[src/design/hufc_pkg.sv]
// shared constants, types and helpers for the flow-controlled serial link
// =====================================================================
package hufc_pkg;
    // =================================================================
    // clock and bit timing
    localparam int CLK_HZ = 25_000_000;
    localparam int BAUD_MIN_BPS = 37_500;
    localparam int BAUD_MAX_BPS = 4_000_000;
    localparam int DIV_W = 16;
    // slowest rate rounds down, fastest rounds up to whole cycles
    localparam logic [DIV_W-1:0] DIV_MAX = DIV_W'(CLK_HZ / BAUD_MIN_BPS);
    localparam logic [DIV_W-1:0] DIV_MIN =
        DIV_W'((CLK_HZ + BAUD_MAX_BPS - 1) / BAUD_MAX_BPS);
    // =================================================================
    // frame and buffers
    localparam int DATA_BITS = 8;
    localparam int TX_DEPTH = 8;
    localparam int DEV_RX_DEPTH = 64;
    localparam int HOST_RX_DEPTH = 8;
    localparam int HOST_STOP_BYTES = 16;
    localparam logic [6:0] DEV_RTS_LEVEL = 7'(DEV_RX_DEPTH / 4);
    localparam logic [3:0] HOST_CTS_LEVEL = 4'h4;
    localparam logic LINE_IDLE = 1'b1;
    localparam logic LINE_START = 1'b0;

    typedef enum {BS_IDLE, BS_START, BS_DATA, BS_PARITY, BS_STOP} hufc_bit_state_t;

    // =================================================================
    // helpers
    function automatic logic [DIV_W-1:0] clamp_div(input logic [DIV_W-1:0] d);
        if (d < DIV_MIN) begin
            return DIV_MIN;
        end else if (d > DIV_MAX) begin
            return DIV_MAX;
        end
        return d;
    endfunction

    function automatic logic par_bit(input logic [DATA_BITS-1:0] d, input logic odd);
        return (^d) ^ odd;
    endfunction
endpackage

[src/design/hufc_link_if.sv]
// serial link wires between the device end and the host end
`timescale 1ns/10ps
interface hufc_link_if;
    logic d2h_txd;
    logic h2d_txd;
    logic dev_rts;
    logic host_cts;

    modport dev_mp (output d2h_txd, output dev_rts, input h2d_txd, input host_cts);
    modport host_mp (output h2d_txd, output host_cts, input d2h_txd, input dev_rts);
endinterface

[src/design/hufc_device.sv]
// fifo, serial engine and device end of the flow-controlled link
`timescale 1ns/10ps

// =====================================================================
// fifo
module hufc_fifo #(
    parameter int WIDTH = 8,
    parameter int DEPTH = 8,
    parameter int AW = $clog2(DEPTH)
) (
    input wire logic sys_clk_i,
    input wire logic reset_n_i,
    input wire logic in_valid_i,
    input wire logic [WIDTH-1:0] in_data_i,
    output logic in_ready_o,
    output logic out_valid_o,
    input wire logic out_ready_i,
    output logic [WIDTH-1:0] out_data_o,
    output logic [AW:0] count_o
);
    logic [WIDTH-1:0] mem [DEPTH];
    logic [AW-1:0] wptr_r, wptr_nxt, rptr_r, rptr_nxt;
    logic [AW:0] cnt_r, cnt_nxt;
    logic push, pop;

    assign in_ready_o = (cnt_r != (AW+1)'(DEPTH));
    assign out_valid_o = (cnt_r != '0);
    assign out_data_o = mem[rptr_r];
    assign count_o = cnt_r;
    assign push = in_valid_i && in_ready_o;
    assign pop = out_valid_o && out_ready_i;

    // depth is a power of two so pointers wrap by overflow
    always_comb begin
        wptr_nxt = push ? wptr_r + 1'b1 : wptr_r;
        rptr_nxt = pop ? rptr_r + 1'b1 : rptr_r;
        cnt_nxt = cnt_r;
        if (push && !pop) begin
            cnt_nxt = cnt_r + 1'b1;
        end else if (pop && !push) begin
            cnt_nxt = cnt_r - 1'b1;
        end
    end

    always_ff @(posedge sys_clk_i or negedge reset_n_i) begin
        if (!reset_n_i) begin
            wptr_r <= '0;
            rptr_r <= '0;
            cnt_r <= '0;
        end else begin
            wptr_r <= wptr_nxt;
            rptr_r <= rptr_nxt;
            cnt_r <= cnt_nxt;
        end
    end

    always_ff @(posedge sys_clk_i) begin
        if (push) begin
            mem[wptr_r] <= in_data_i;
        end
    end
endmodule

// =====================================================================
// serial engine, shared by both ends
module hufc_uart_core (
    input wire logic sys_clk_i,
    input wire logic reset_n_i,
    input wire logic [hufc_pkg::DIV_W-1:0] baud_div_i,
    input wire logic parity_en_i,
    input wire logic parity_odd_i,
    input wire logic tx_allow_i,
    input wire logic tx_valid_i,
    input wire logic [7:0] tx_data_i,
    output logic tx_ready_o,
    output logic txd_o,
    input wire logic rxd_i,
    output logic rx_valid_o,
    output logic [7:0] rx_data_o,
    output logic rx_perr_o,
    output logic rx_ferr_o
);
    hufc_pkg::hufc_bit_state_t tx_st_r, tx_st_nxt, rx_st_r, rx_st_nxt;
    logic [hufc_pkg::DIV_W-1:0] div_c, tx_cnt_r, tx_cnt_nxt, rx_cnt_r, rx_cnt_nxt;
    logic [7:0] tx_sh_r, tx_sh_nxt, rx_sh_r, rx_sh_nxt, rx_data_nxt;
    logic [2:0] tx_bit_r, tx_bit_nxt, rx_bit_r, rx_bit_nxt;
    logic txd_r, txd_nxt, tx_par_r, tx_par_nxt;
    logic rx_valid_nxt, rx_perr_nxt, rx_ferr_nxt, rx_phold_r, rx_phold_nxt;

    // one divisor for both directions, so a bit lasts exactly div cycles
    assign div_c = hufc_pkg::clamp_div(baud_div_i);
    assign txd_o = txd_r;

    // =================================================================
    // transmitter
    always_comb begin
        tx_st_nxt = tx_st_r;
        tx_cnt_nxt = tx_cnt_r;
        tx_sh_nxt = tx_sh_r;
        tx_bit_nxt = tx_bit_r;
        tx_par_nxt = tx_par_r;
        txd_nxt = txd_r;
        tx_ready_o = 1'b0;
        if (tx_cnt_r != '0) begin
            tx_cnt_nxt = tx_cnt_r - 1'b1;
        end
        case (tx_st_r)
            hufc_pkg::BS_IDLE: begin
                // a frame in flight always completes; the gate acts between frames
                tx_ready_o = tx_allow_i;
                if (tx_valid_i && tx_allow_i) begin
                    tx_st_nxt = hufc_pkg::BS_START;
                    tx_cnt_nxt = div_c - 1'b1;
                    tx_sh_nxt = tx_data_i;
                    tx_par_nxt = hufc_pkg::par_bit(tx_data_i, parity_odd_i);
                    txd_nxt = hufc_pkg::LINE_START;
                end
            end
            hufc_pkg::BS_START: begin
                if (tx_cnt_r == '0) begin
                    tx_st_nxt = hufc_pkg::BS_DATA;
                    tx_cnt_nxt = div_c - 1'b1;
                    tx_bit_nxt = '0;
                    txd_nxt = tx_sh_r[0];
                    tx_sh_nxt = {1'b0, tx_sh_r[7:1]};
                end
            end
            hufc_pkg::BS_DATA: begin
                if (tx_cnt_r == '0) begin
                    tx_cnt_nxt = div_c - 1'b1;
                    if (tx_bit_r == 3'h7) begin
                        tx_st_nxt = parity_en_i ? hufc_pkg::BS_PARITY : hufc_pkg::BS_STOP;
                        txd_nxt = parity_en_i ? tx_par_r : hufc_pkg::LINE_IDLE;
                    end else begin
                        tx_bit_nxt = tx_bit_r + 1'b1;
                        txd_nxt = tx_sh_r[0];
                        tx_sh_nxt = {1'b0, tx_sh_r[7:1]};
                    end
                end
            end
            hufc_pkg::BS_PARITY: begin
                if (tx_cnt_r == '0) begin
                    tx_st_nxt = hufc_pkg::BS_STOP;
                    tx_cnt_nxt = div_c - 1'b1;
                    txd_nxt = hufc_pkg::LINE_IDLE;
                end
            end
            hufc_pkg::BS_STOP: begin
                if (tx_cnt_r == '0) begin
                    tx_st_nxt = hufc_pkg::BS_IDLE;
                end
            end
            default: begin
                tx_st_nxt = hufc_pkg::BS_IDLE;
                txd_nxt = hufc_pkg::LINE_IDLE;
            end
        endcase
    end

    // =================================================================
    // receiver, samples each bit at its middle
    always_comb begin
        rx_st_nxt = rx_st_r;
        rx_cnt_nxt = rx_cnt_r;
        rx_sh_nxt = rx_sh_r;
        rx_bit_nxt = rx_bit_r;
        rx_phold_nxt = rx_phold_r;
        rx_data_nxt = rx_data_o;
        rx_valid_nxt = 1'b0;
        rx_perr_nxt = 1'b0;
        rx_ferr_nxt = 1'b0;
        if (rx_cnt_r != '0) begin
            rx_cnt_nxt = rx_cnt_r - 1'b1;
        end
        case (rx_st_r)
            hufc_pkg::BS_IDLE: begin
                rx_phold_nxt = 1'b0;
                if (rxd_i == hufc_pkg::LINE_START) begin
                    rx_st_nxt = hufc_pkg::BS_START;
                    rx_cnt_nxt = div_c >> 1;
                end
            end
            hufc_pkg::BS_START: begin
                // a glitch shorter than half a bit is not a start
                if (rx_cnt_r == '0) begin
                    rx_st_nxt = (rxd_i == hufc_pkg::LINE_START) ?
                        hufc_pkg::BS_DATA : hufc_pkg::BS_IDLE;
                    rx_cnt_nxt = div_c - 1'b1;
                    rx_bit_nxt = '0;
                end
            end
            hufc_pkg::BS_DATA: begin
                if (rx_cnt_r == '0) begin
                    rx_sh_nxt = {rxd_i, rx_sh_r[7:1]};
                    rx_cnt_nxt = div_c - 1'b1;
                    rx_bit_nxt = rx_bit_r + 1'b1;
                    if (rx_bit_r == 3'h7) begin
                        rx_st_nxt = parity_en_i ? hufc_pkg::BS_PARITY : hufc_pkg::BS_STOP;
                    end
                end
            end
            hufc_pkg::BS_PARITY: begin
                if (rx_cnt_r == '0) begin
                    rx_phold_nxt = rxd_i != hufc_pkg::par_bit(rx_sh_r, parity_odd_i);
                    rx_st_nxt = hufc_pkg::BS_STOP;
                    rx_cnt_nxt = div_c - 1'b1;
                end
            end
            hufc_pkg::BS_STOP: begin
                if (rx_cnt_r == '0) begin
                    rx_st_nxt = hufc_pkg::BS_IDLE;
                    rx_valid_nxt = 1'b1;
                    rx_data_nxt = rx_sh_r;
                    rx_perr_nxt = rx_phold_r;
                    rx_ferr_nxt = rxd_i != hufc_pkg::LINE_IDLE;
                end
            end
            default: begin
                rx_st_nxt = hufc_pkg::BS_IDLE;
            end
        endcase
    end

    always_ff @(posedge sys_clk_i or negedge reset_n_i) begin
        if (!reset_n_i) begin
            tx_st_r <= hufc_pkg::BS_IDLE;
            tx_cnt_r <= '0;
            tx_sh_r <= 8'h00;
            tx_bit_r <= 3'h0;
            tx_par_r <= 1'b0;
            txd_r <= 1'b1;
            rx_st_r <= hufc_pkg::BS_IDLE;
            rx_cnt_r <= '0;
            rx_sh_r <= 8'h00;
            rx_bit_r <= 3'h0;
            rx_phold_r <= 1'b0;
            rx_valid_o <= 1'b0;
            rx_data_o <= 8'h00;
            rx_perr_o <= 1'b0;
            rx_ferr_o <= 1'b0;
        end else begin
            tx_st_r <= tx_st_nxt;
            tx_cnt_r <= tx_cnt_nxt;
            tx_sh_r <= tx_sh_nxt;
            tx_bit_r <= tx_bit_nxt;
            tx_par_r <= tx_par_nxt;
            txd_r <= txd_nxt;
            rx_st_r <= rx_st_nxt;
            rx_cnt_r <= rx_cnt_nxt;
            rx_sh_r <= rx_sh_nxt;
            rx_bit_r <= rx_bit_nxt;
            rx_phold_r <= rx_phold_nxt;
            rx_valid_o <= rx_valid_nxt;
            rx_data_o <= rx_data_nxt;
            rx_perr_o <= rx_perr_nxt;
            rx_ferr_o <= rx_ferr_nxt;
        end
    end
endmodule


[src/design/hufc_host.sv]
// host end of the flow-controlled link
`timescale 1ns/10ps
module hufc_host (
    input wire logic sys_clk_i,
    input wire logic reset_n_i,
    input wire logic [hufc_pkg::DIV_W-1:0] baud_div_i,
    input wire logic parity_en_i,
    input wire logic parity_odd_i,
    input wire logic tx_valid_i,
    input wire logic [7:0] tx_data_i,
    output logic tx_ready_o,
    output logic rx_valid_o,
    output logic [7:0] rx_data_o,
    input wire logic rx_ready_i,
    output logic rx_perr_o,
    output logic rx_ferr_o,
    output logic rx_ovr_o,
    hufc_link_if.host_mp link
);
    logic q_valid, q_ready, c_rx_valid, rx_in_ready, cts_r, cts_nxt, ovr_r, ovr_nxt;
    logic [7:0] q_data, c_rx_data;
    logic [3:0] rx_count;
    logic [hufc_pkg::DIV_W-1:0] hold_r, hold_nxt;

    hufc_fifo #(.WIDTH(8), .DEPTH(hufc_pkg::TX_DEPTH)) u_tx_fifo (
        .sys_clk_i(sys_clk_i),
        .reset_n_i(reset_n_i),
        .in_valid_i(tx_valid_i),
        .in_data_i(tx_data_i),
        .in_ready_o(tx_ready_o),
        .out_valid_o(q_valid),
        .out_ready_i(q_ready),
        .out_data_o(q_data),
        .count_o()
    );

    // checked before each frame, so at most one byte follows a stop request
    hufc_uart_core u_core (
        .sys_clk_i(sys_clk_i),
        .reset_n_i(reset_n_i),
        .baud_div_i(baud_div_i),
        .parity_en_i(parity_en_i),
        .parity_odd_i(parity_odd_i),
        .tx_allow_i(!link.dev_rts),
        .tx_valid_i(q_valid),
        .tx_data_i(q_data),
        .tx_ready_o(q_ready),
        .txd_o(link.h2d_txd),
        .rxd_i(link.d2h_txd),
        .rx_valid_o(c_rx_valid),
        .rx_data_o(c_rx_data),
        .rx_perr_o(rx_perr_o),
        .rx_ferr_o(rx_ferr_o)
    );

    hufc_fifo #(.WIDTH(8), .DEPTH(hufc_pkg::HOST_RX_DEPTH)) u_rx_fifo (
        .sys_clk_i(sys_clk_i),
        .reset_n_i(reset_n_i),
        .in_valid_i(c_rx_valid),
        .in_data_i(c_rx_data),
        .in_ready_o(rx_in_ready),
        .out_valid_o(rx_valid_o),
        .out_ready_i(rx_ready_i),
        .out_data_o(rx_data_o),
        .count_o(rx_count)
    );

    // =================================================================
    // stop request, held for at least one bit time once raised
    always_comb begin
        cts_nxt = cts_r;
        hold_nxt = hold_r;
        ovr_nxt = c_rx_valid && !rx_in_ready;
        if (!cts_r) begin
            if (rx_count >= hufc_pkg::HOST_CTS_LEVEL) begin
                cts_nxt = 1'b1;
                hold_nxt = hufc_pkg::clamp_div(baud_div_i) - 1'b1;
            end
        end else if (hold_r != '0) begin
            hold_nxt = hold_r - 1'b1;
        end else if (rx_count < hufc_pkg::HOST_CTS_LEVEL) begin
            cts_nxt = 1'b0;
        end
    end

    always_ff @(posedge sys_clk_i or negedge reset_n_i) begin
        if (!reset_n_i) begin
            cts_r <= 1'b0;
            hold_r <= '0;
            ovr_r <= 1'b0;
        end else begin
            cts_r <= cts_nxt;
            hold_r <= hold_nxt;
            ovr_r <= ovr_nxt;
        end
    end

    assign link.host_cts = cts_r;
    assign rx_ovr_o = ovr_r;
endmodule

[src/flat_wrapper.sv]
// flat-port wrapper written by rule: the top's interface ports become plain ports
module hufc_host_flat 
  (sys_clk_i, reset_n_i, baud_div_i, parity_en_i, parity_odd_i, tx_valid_i, tx_data_i, tx_ready_o, rx_valid_o, rx_data_o, rx_ready_i, rx_perr_o, rx_ferr_o, rx_ovr_o, link_h2d_txd, link_host_cts, link_d2h_txd, link_dev_rts);
  hufc_link_if link_i ();
  input wire logic sys_clk_i;
  input wire logic reset_n_i;
  input wire logic [hufc_pkg::DIV_W-1:0] baud_div_i;
  input wire logic parity_en_i;
  input wire logic parity_odd_i;
  input wire logic tx_valid_i;
  input wire logic [7:0] tx_data_i;
  output logic tx_ready_o;
  output logic rx_valid_o;
  output logic [7:0] rx_data_o;
  input wire logic rx_ready_i;
  output logic rx_perr_o;
  output logic rx_ferr_o;
  output logic rx_ovr_o;
  output wire logic [$bits(link_i.h2d_txd)-1:0] link_h2d_txd;
  output wire logic [$bits(link_i.host_cts)-1:0] link_host_cts;
  input wire logic [$bits(link_i.d2h_txd)-1:0] link_d2h_txd;
  input wire logic [$bits(link_i.dev_rts)-1:0] link_dev_rts;
  assign link_h2d_txd = link_i.h2d_txd;
  assign link_host_cts = link_i.host_cts;
  assign link_i.d2h_txd = link_d2h_txd;
  assign link_i.dev_rts = link_dev_rts;
  hufc_host u_core (.sys_clk_i(sys_clk_i), .reset_n_i(reset_n_i), .baud_div_i(baud_div_i), .parity_en_i(parity_en_i), .parity_odd_i(parity_odd_i), .tx_valid_i(tx_valid_i), .tx_data_i(tx_data_i), .tx_ready_o(tx_ready_o), .rx_valid_o(rx_valid_o), .rx_data_o(rx_data_o), .rx_ready_i(rx_ready_i), .rx_perr_o(rx_perr_o), .rx_ferr_o(rx_ferr_o), .rx_ovr_o(rx_ovr_o), .link(link_i));
endmodule
[config.mk]
export PLATFORM = sky130hd
export DESIGN_NAME = hufc_host_flat
export DESIGN_NICKNAME = d
export VERILOG_FILES = /design/src/design/hufc_pkg.sv /design/src/design/hufc_link_if.sv /design/src/design/hufc_device.sv /design/src/design/hufc_host.sv /design/src/flat_wrapper.sv
export SDC_FILE = /design/constraint.sdc
export NUM_CORES = 1
export LEC_CHECK = 0
export ABC_AREA = 1
export BUFFER_PORTS_ARGS = -buffer_cell sky130_fd_sc_hd__buf_2
export CORE_ASPECT_RATIO = 0.5
export CORE_UTILIZATION = 42
export CTS_CLUSTER_SIZE = 20
export DETAILED_ROUTE_END_ITERATION = 16
export PLACE_DENSITY_LB_ADDON = 0.05
export SLEW_MARGIN = 20
export SYNTH_ARGS = -nofsm -noshare
export SYNTH_HDL_FRONTEND = slang
export SYNTH_SLANG_ARGS = --single-unit
[constraint.sdc]
create_clock -name sys_clk_i -period 3.2 [get_ports sys_clk_i]
set_input_delay 0.48 -clock sys_clk_i [delete_from_list [all_inputs] [get_ports sys_clk_i]]
set_output_delay 0.48 -clock sys_clk_i [all_outputs]
set_load 0.005 [all_outputs]
==> metrics.txt <==
# TYPE chip_impl_metric gauge
chip_impl_info{name="holdCritPathClass",value="in2async"} 1
chip_impl_metric{name="number_of_warnings_reported_in_the_yosys_synthesis_log",unit=""} 0
chip_impl_metric{name="grt.met2_usage",unit=""} 0.3405
chip_impl_metric{name="totalWireLength",unit="um"} 26750
chip_impl_metric{name="post_synth_inst_count",unit=""} 1335
chip_impl_metric{name="final.setup.tns",unit="ps"} 0
chip_impl_metric{name="num_antenna_cells",unit=""} 0
chip_impl_metric{name="rows",unit=""} 43
chip_impl_metric{name="final-setup-viol-count",unit=""} 0
chip_impl_metric{name="power_leakage",unit="nW"} 5.838
chip_impl_metric{name="timing.critical_path.fanout_max",unit=""} 28
chip_impl_metric{name="edff_count_synth",unit=""} 128
chip_impl_info{name="family_of_cells_with_the_greatest_summed_delay_on_the_critical_path",value="buffers and inverters"} 1
chip_impl_info{name="worstReg2RegEnd",value="u_core.u_tx_fifo.count_o[3]"} 1
chip_impl_metric{name="dr.first_iter.drc_count",unit=""} 554
chip_impl_metric{name="proportion_of_layout_cells_with_a_drive_suffix_above_1",unit=""} 0.1127
chip_impl_metric{name="drv_slew",unit=""} 0
chip_impl_metric{name="grt_max_degree",unit=""} 55
chip_impl_metric{name="postSynth.asyncResetShare",unit=""} 0.4667
chip_impl_info{name="grt_setup_unrepaired",value="false"} 1
chip_impl_metric{name="synth.net_count",unit=""} 1389
chip_impl_metric{name="clock-sinks",unit=""} 240
chip_impl_metric{name="place_ws",unit="ps"} 657.9
chip_impl_metric{name="area_of_all_placed_cells_without_fillers",unit="mm2"} 0.01353
chip_impl_info{name="worst_r2r_startpoint",value="u_core.u_core.tx_st_r[2]"} 1
chip_impl_metric{name="cts.path.max_buffers",unit=""} 3
chip_impl_metric{name="first_global_vias",unit=""} 8866
chip_impl_metric{name="ant_nets",unit=""} 0
chip_impl_metric{name="port_buffers",unit=""} 46
chip_impl_metric{name="postPlaceCellArea",unit="mm2"} 0.01269
chip_impl_metric{name="n_fill_cell",unit=""} 2675
chip_impl_metric{name="final-instance-count-excl-fill",unit=""} 1793
chip_impl_metric{name="cts.reportedPaths.clkPinSlew",unit="ps"} 60
chip_impl_info{name="crit_start",value="u_core.u_rx_fifo.rptr_r[0]"} 1
chip_impl_metric{name="grt_util_met1",unit=""} 0.2454
chip_impl_metric{name="grt_antenna_before_repair",unit=""} 0
chip_impl_metric{name="timing.max_cap.violations",unit=""} 0
chip_impl_info{name="ctsRootBufferMaster",value="sky130_fd_sc_hd__clkbuf_16"} 1
chip_impl_metric{name="clock-skew-final",unit="ps"} 14.44
chip_impl_metric{name="powerDensity",unit="mW/mm2"} 888.1
chip_impl_metric{name="cts_inserted_buffers",unit=""} 24
chip_impl_info{name="slowest_stage",value="sky130_fd_sc_hd__inv_1"} 1
chip_impl_metric{name="finish.net_count",unit=""} 1447
chip_impl_metric{name="ios",unit=""} 47
chip_impl_info{name="postSynth.topFlopCell",value="sky130_fd_sc_hd__edfxtp_1"} 1
chip_impl_metric{name="die_x",unit="um"} 241.2
chip_impl_metric{name="syn_to_final_growth",unit="%"} 12.60
chip_impl_metric{name="clock_tree.htree_level_count",unit=""} 1
chip_impl_metric{name="count_of_instances_resized_after_the_clock_tree_is_built",unit=""} 0
chip_impl_metric{name="finalHoldViolCount",unit=""} 5
chip_impl_metric{name="maximum_achievable_frequency",unit="MHz"} 359.1
chip_impl_info{name="element_type_at_the_critical_path_end",value="primary output"} 1
chip_impl_metric{name="cts.hold.buffers_added",unit=""} 0
chip_impl_info{name="post_synth_main_area_contributors",value="sky130_fd_sc_hd__edfxtp_1 32%, sky130_fd_sc_hd__dfrtp_1 23%, sky130_fd_sc_hd__nand2_1 7.8%"} 1
chip_impl_info{name="post-synth-top-count-cell",value="sky130_fd_sc_hd__nand2_1"} 1
chip_impl_metric{name="final.setup.worst_slack",unit="ps"} 415.4
chip_impl_metric{name="fp.dieH",unit="um"} 121.6
chip_impl_metric{name="syn_area",unit="mm2"} 0.01202
chip_impl_info{name="failed_checks",value="hold timing"} 1
chip_impl_metric{name="detail_route.wl_per_cell",unit="um"} 14.92
chip_impl_metric{name="post-route-util",unit=""} 0.4845
chip_impl_metric{name="post-route-period-util",unit=""} 0.8702
chip_impl_metric{name="place_hpwl",unit="um"} 18380
chip_impl_metric{name="detail_route.drc_violations",unit=""} 0
chip_impl_metric{name="fraction_of_synthesized_cell_area_taken_by_the_top_area_cell_type",unit=""} 0.3199
chip_impl_info{name="critical_path.cell_chain",value="inv_1, o21ai_0, o22ai_1, nor2_1, a31oi_1, buf_2"} 1
chip_impl_info{name="tritoncts_clock_tree",value="built"} 1
chip_impl_info{name="yosys.area.top_type",value="sky130_fd_sc_hd__edfxtp_1"} 1
chip_impl_metric{name="gr-usage-met3",unit=""} 0.03104
chip_impl_metric{name="dp_cells",unit=""} 1749
chip_impl_metric{name="fp.coreArea",unit="mm2"} 0.02792
chip_impl_metric{name="worstPathBufferInverterCount",unit=""} 2
chip_impl_info{name="gr-max-usage-layer",value="met2"} 1
chip_impl_metric{name="gpl.final_weighted_congestion",unit=""} 0.8268
chip_impl_metric{name="cp_required",unit="ps"} 2720
chip_impl_metric{name="postSynthAreaPerCell",unit="um2"} 9.000
chip_impl_metric{name="initial_cell_density_of_the_core",unit=""} 0.4303
chip_impl_metric{name="worst_slew_pin_slew",unit="ps"} 821.8
chip_impl_metric{name="gr-usage-all-layers",unit=""} 0.1917
chip_impl_info{name="status",value="complete, but fails checks"} 1
chip_impl_info{name="worst_setup_path_endpoint",value="rx_data_o[1]"} 1
chip_impl_metric{name="cts_post_setup_buffers_inserted",unit=""} 0
chip_impl_metric{name="detailroute.via_count",unit=""} 8936
chip_impl_metric{name="firstDrtPassIters",unit=""} 4
chip_impl_info{name="start_kind",value="flop"} 1
chip_impl_info{name="synth_common_cells",value="251 x sky130_fd_sc_hd__nand2_1, 222 x sky130_fd_sc_hd__nor2_1, 147 x sky130_fd_sc_hd__inv_1, 128 x sky130_fd_sc_hd__edfxtp_1, 114 x sky130_fd_sc_hd__o21ai_0"} 1
chip_impl_metric{name="rrSetupSlack",unit="ps"} 690
chip_impl_metric{name="clkLatencyLatePin",unit="ps"} 530
chip_impl_metric{name="synth-seq-area-share",unit=""} 0.5533
chip_impl_metric{name="synth-seq-cells",unit=""} 240
chip_impl_metric{name="vdd.ir_drop.worst",unit="V"} 0.0004049
chip_impl_metric{name="globalRoute.totalOverflow",unit=""} 0
chip_impl_info{name="setup.worst_path.class",value="reg2out"} 1
chip_impl_metric{name="worst-endpoint-arrival",unit="ps"} 2300
chip_impl_metric{name="grt_first_pass_wirelength",unit="um"} 44500
chip_impl_metric{name="r2r_depth",unit=""} 13
chip_impl_metric{name="critical_path_depth",unit=""} 6
chip_impl_metric{name="whs",unit="ps"} -5.128
chip_impl_metric{name="finalCriticalPeriod",unit="ps"} 2785
chip_impl_metric{name="p_total",unit="mW"} 12.02
chip_impl_metric{name="slowest_delay",unit="ps"} 590
chip_impl_metric{name="slew_headroom",unit=""} 0.4501
chip_impl_metric{name="yosys.cell_types.count",unit=""} 55
chip_impl_metric{name="avgViaCountPerCell",unit=""} 4.984
chip_impl_metric{name="floorplan.die_area",unit="mm2"} 0.02933
## where the power goes
group / internal (mW) / switching (mW) / leakage, nW
logic: 1.67 / 2.97 / 2.85
clock network: 1.83 / 1.20 / 0.400
registers: 3.87 / 0.481 / 2.58
total: 7.37 / 4.65 / 5.84
## per-layer routing
metal	up-vias	routed length, um
met2	94	12990
met4	0	538
met1	4275	12530
met5	-	0
met3	39	690
li1	4528	-
## flip-flops by register name, indices dropped and copies added (netlist names), 4 cells and up
register / flops
u_core.u_core.tx_sh_r: 8
u_core.u_core.rx_sh_r: 8
u_core.u_rx_fifo.count_o: 4
u_core.u_core.tx_cnt_r: 16
u_core.hold_r: 16
u_core.u_tx_fifo.mem: 64
u_core.u_rx_fifo.mem: 64
u_core.u_tx_fifo.count_o: 4
u_core.u_core.rx_data_o: 8
u_core.u_core.rx_cnt_r: 16
## worst min-delay path by stage
| stage | start | end | slack, ps |
|---|---|---|---|
| floorplan | reset_n_i | u_core.hold_r[0] | 180 |
| global placement | u_core.u_core.rx_bit_r[1] | u_core.u_core.rx_bit_r[1] | 460 |
| detailed placement | u_core.u_core.rx_bit_r[1] | u_core.u_core.rx_bit_r[1] | 470 |
| CTS | reset_n_i | u_core.u_rx_fifo.count_o[0] | 20 |
| global route | reset_n_i | u_core.u_rx_fifo.rptr_r[2] | 40 |
| finish | reset_n_i | u_core.u_rx_fifo.rptr_r[1] | -5 |
## cell usage in the layout (no fill, tap or decap), types with 2 or more instances in the layout
| cell type | count |
|---|---|
| sky130_fd_sc_hd__a21o_1 | 2 |
| sky130_fd_sc_hd__a21oi_1 | 33 |
| sky130_fd_sc_hd__a22o_1 | 2 |
| sky130_fd_sc_hd__a22oi_1 | 2 |
| sky130_fd_sc_hd__a31oi_1 | 12 |
| sky130_fd_sc_hd__buf_2 | 45 |
| sky130_fd_sc_hd__buf_4 | 19 |
| sky130_fd_sc_hd__bufinv_16 | 5 |
| sky130_fd_sc_hd__clkbuf_1 | 7 |
| sky130_fd_sc_hd__clkbuf_16 | 25 |
| sky130_fd_sc_hd__clkinv_1 | 4 |
| sky130_fd_sc_hd__clkinv_2 | 2 |
| sky130_fd_sc_hd__dfrtp_1 | 111 |
| sky130_fd_sc_hd__edfxtp_1 | 128 |
| sky130_fd_sc_hd__fa_1 | 2 |
| sky130_fd_sc_hd__ha_1 | 20 |
| sky130_fd_sc_hd__inv_1 | 147 |
| sky130_fd_sc_hd__inv_2 | 11 |
| sky130_fd_sc_hd__nand2_1 | 251 |
| sky130_fd_sc_hd__nand2_2 | 6 |
| sky130_fd_sc_hd__nand3_1 | 60 |
| sky130_fd_sc_hd__nand3b_1 | 6 |
| sky130_fd_sc_hd__nand4_1 | 12 |
| sky130_fd_sc_hd__nor2_1 | 222 |
| sky130_fd_sc_hd__nor2_2 | 15 |
| sky130_fd_sc_hd__nor2_4 | 7 |
| sky130_fd_sc_hd__nor3_1 | 16 |
| sky130_fd_sc_hd__nor3_2 | 4 |
| sky130_fd_sc_hd__nor4_1 | 3 |
| sky130_fd_sc_hd__o211ai_1 | 8 |
| sky130_fd_sc_hd__o21ai_0 | 114 |
| sky130_fd_sc_hd__o21ai_1 | 27 |
| sky130_fd_sc_hd__o221ai_1 | 2 |
| sky130_fd_sc_hd__o22ai_1 | 17 |
| sky130_fd_sc_hd__or2_2 | 5 |
| sky130_fd_sc_hd__xnor2_1 | 17 |
| sky130_fd_sc_hd__xor2_1 | 21 |
## final cells by class
cell class | instances | area [um2] | area share
sequential | 240 | 6648 | 0.4914
multi-input combinational | 903 | 4583 | 0.3388
clock buffer | 32 | 651.9 | 0.04818
inverter | 159 | 596.8 | 0.04411
tap | 382 | 478.0 | 0.03533
timing repair buffer | 65 | 387.9 | 0.02867
clock inverter | 12 | 183.9 | 0.01359
## cells by family (layout without fill, tap and decap cells)
kind of cell | Yosys count | after routing | share of synthesized area
AO/OA/AOI/OAI | 226 | 226 | 0.1041
XOR/XNOR | 39 | 39 | 0.02905
adder cells (fa/ha/maj) | 22 | 22 | 0.02416
buffers and inverters | 192 | 268 | 0.06529
flip-flops | 240 | 240 | 0.5533
multiplexers | 1 | 1 | 0.0009371
AND/OR/NAND/NOR | 615 | 615 | 0.2232
## worst register-to-register path: cells and delay by family, from the launching register on
kind / cells / cell delay, ps
AND/OR/NAND/NOR: 6 / 780
adder cells (fa/ha/maj): 2 / 520
flip-flops: 1 / 430
AO/OA/AOI/OAI: 2 / 330
buffers and inverters: 2 / 190
XOR/XNOR: 1 / 130
Note: power is estimated with default switching activity, not from simulation.
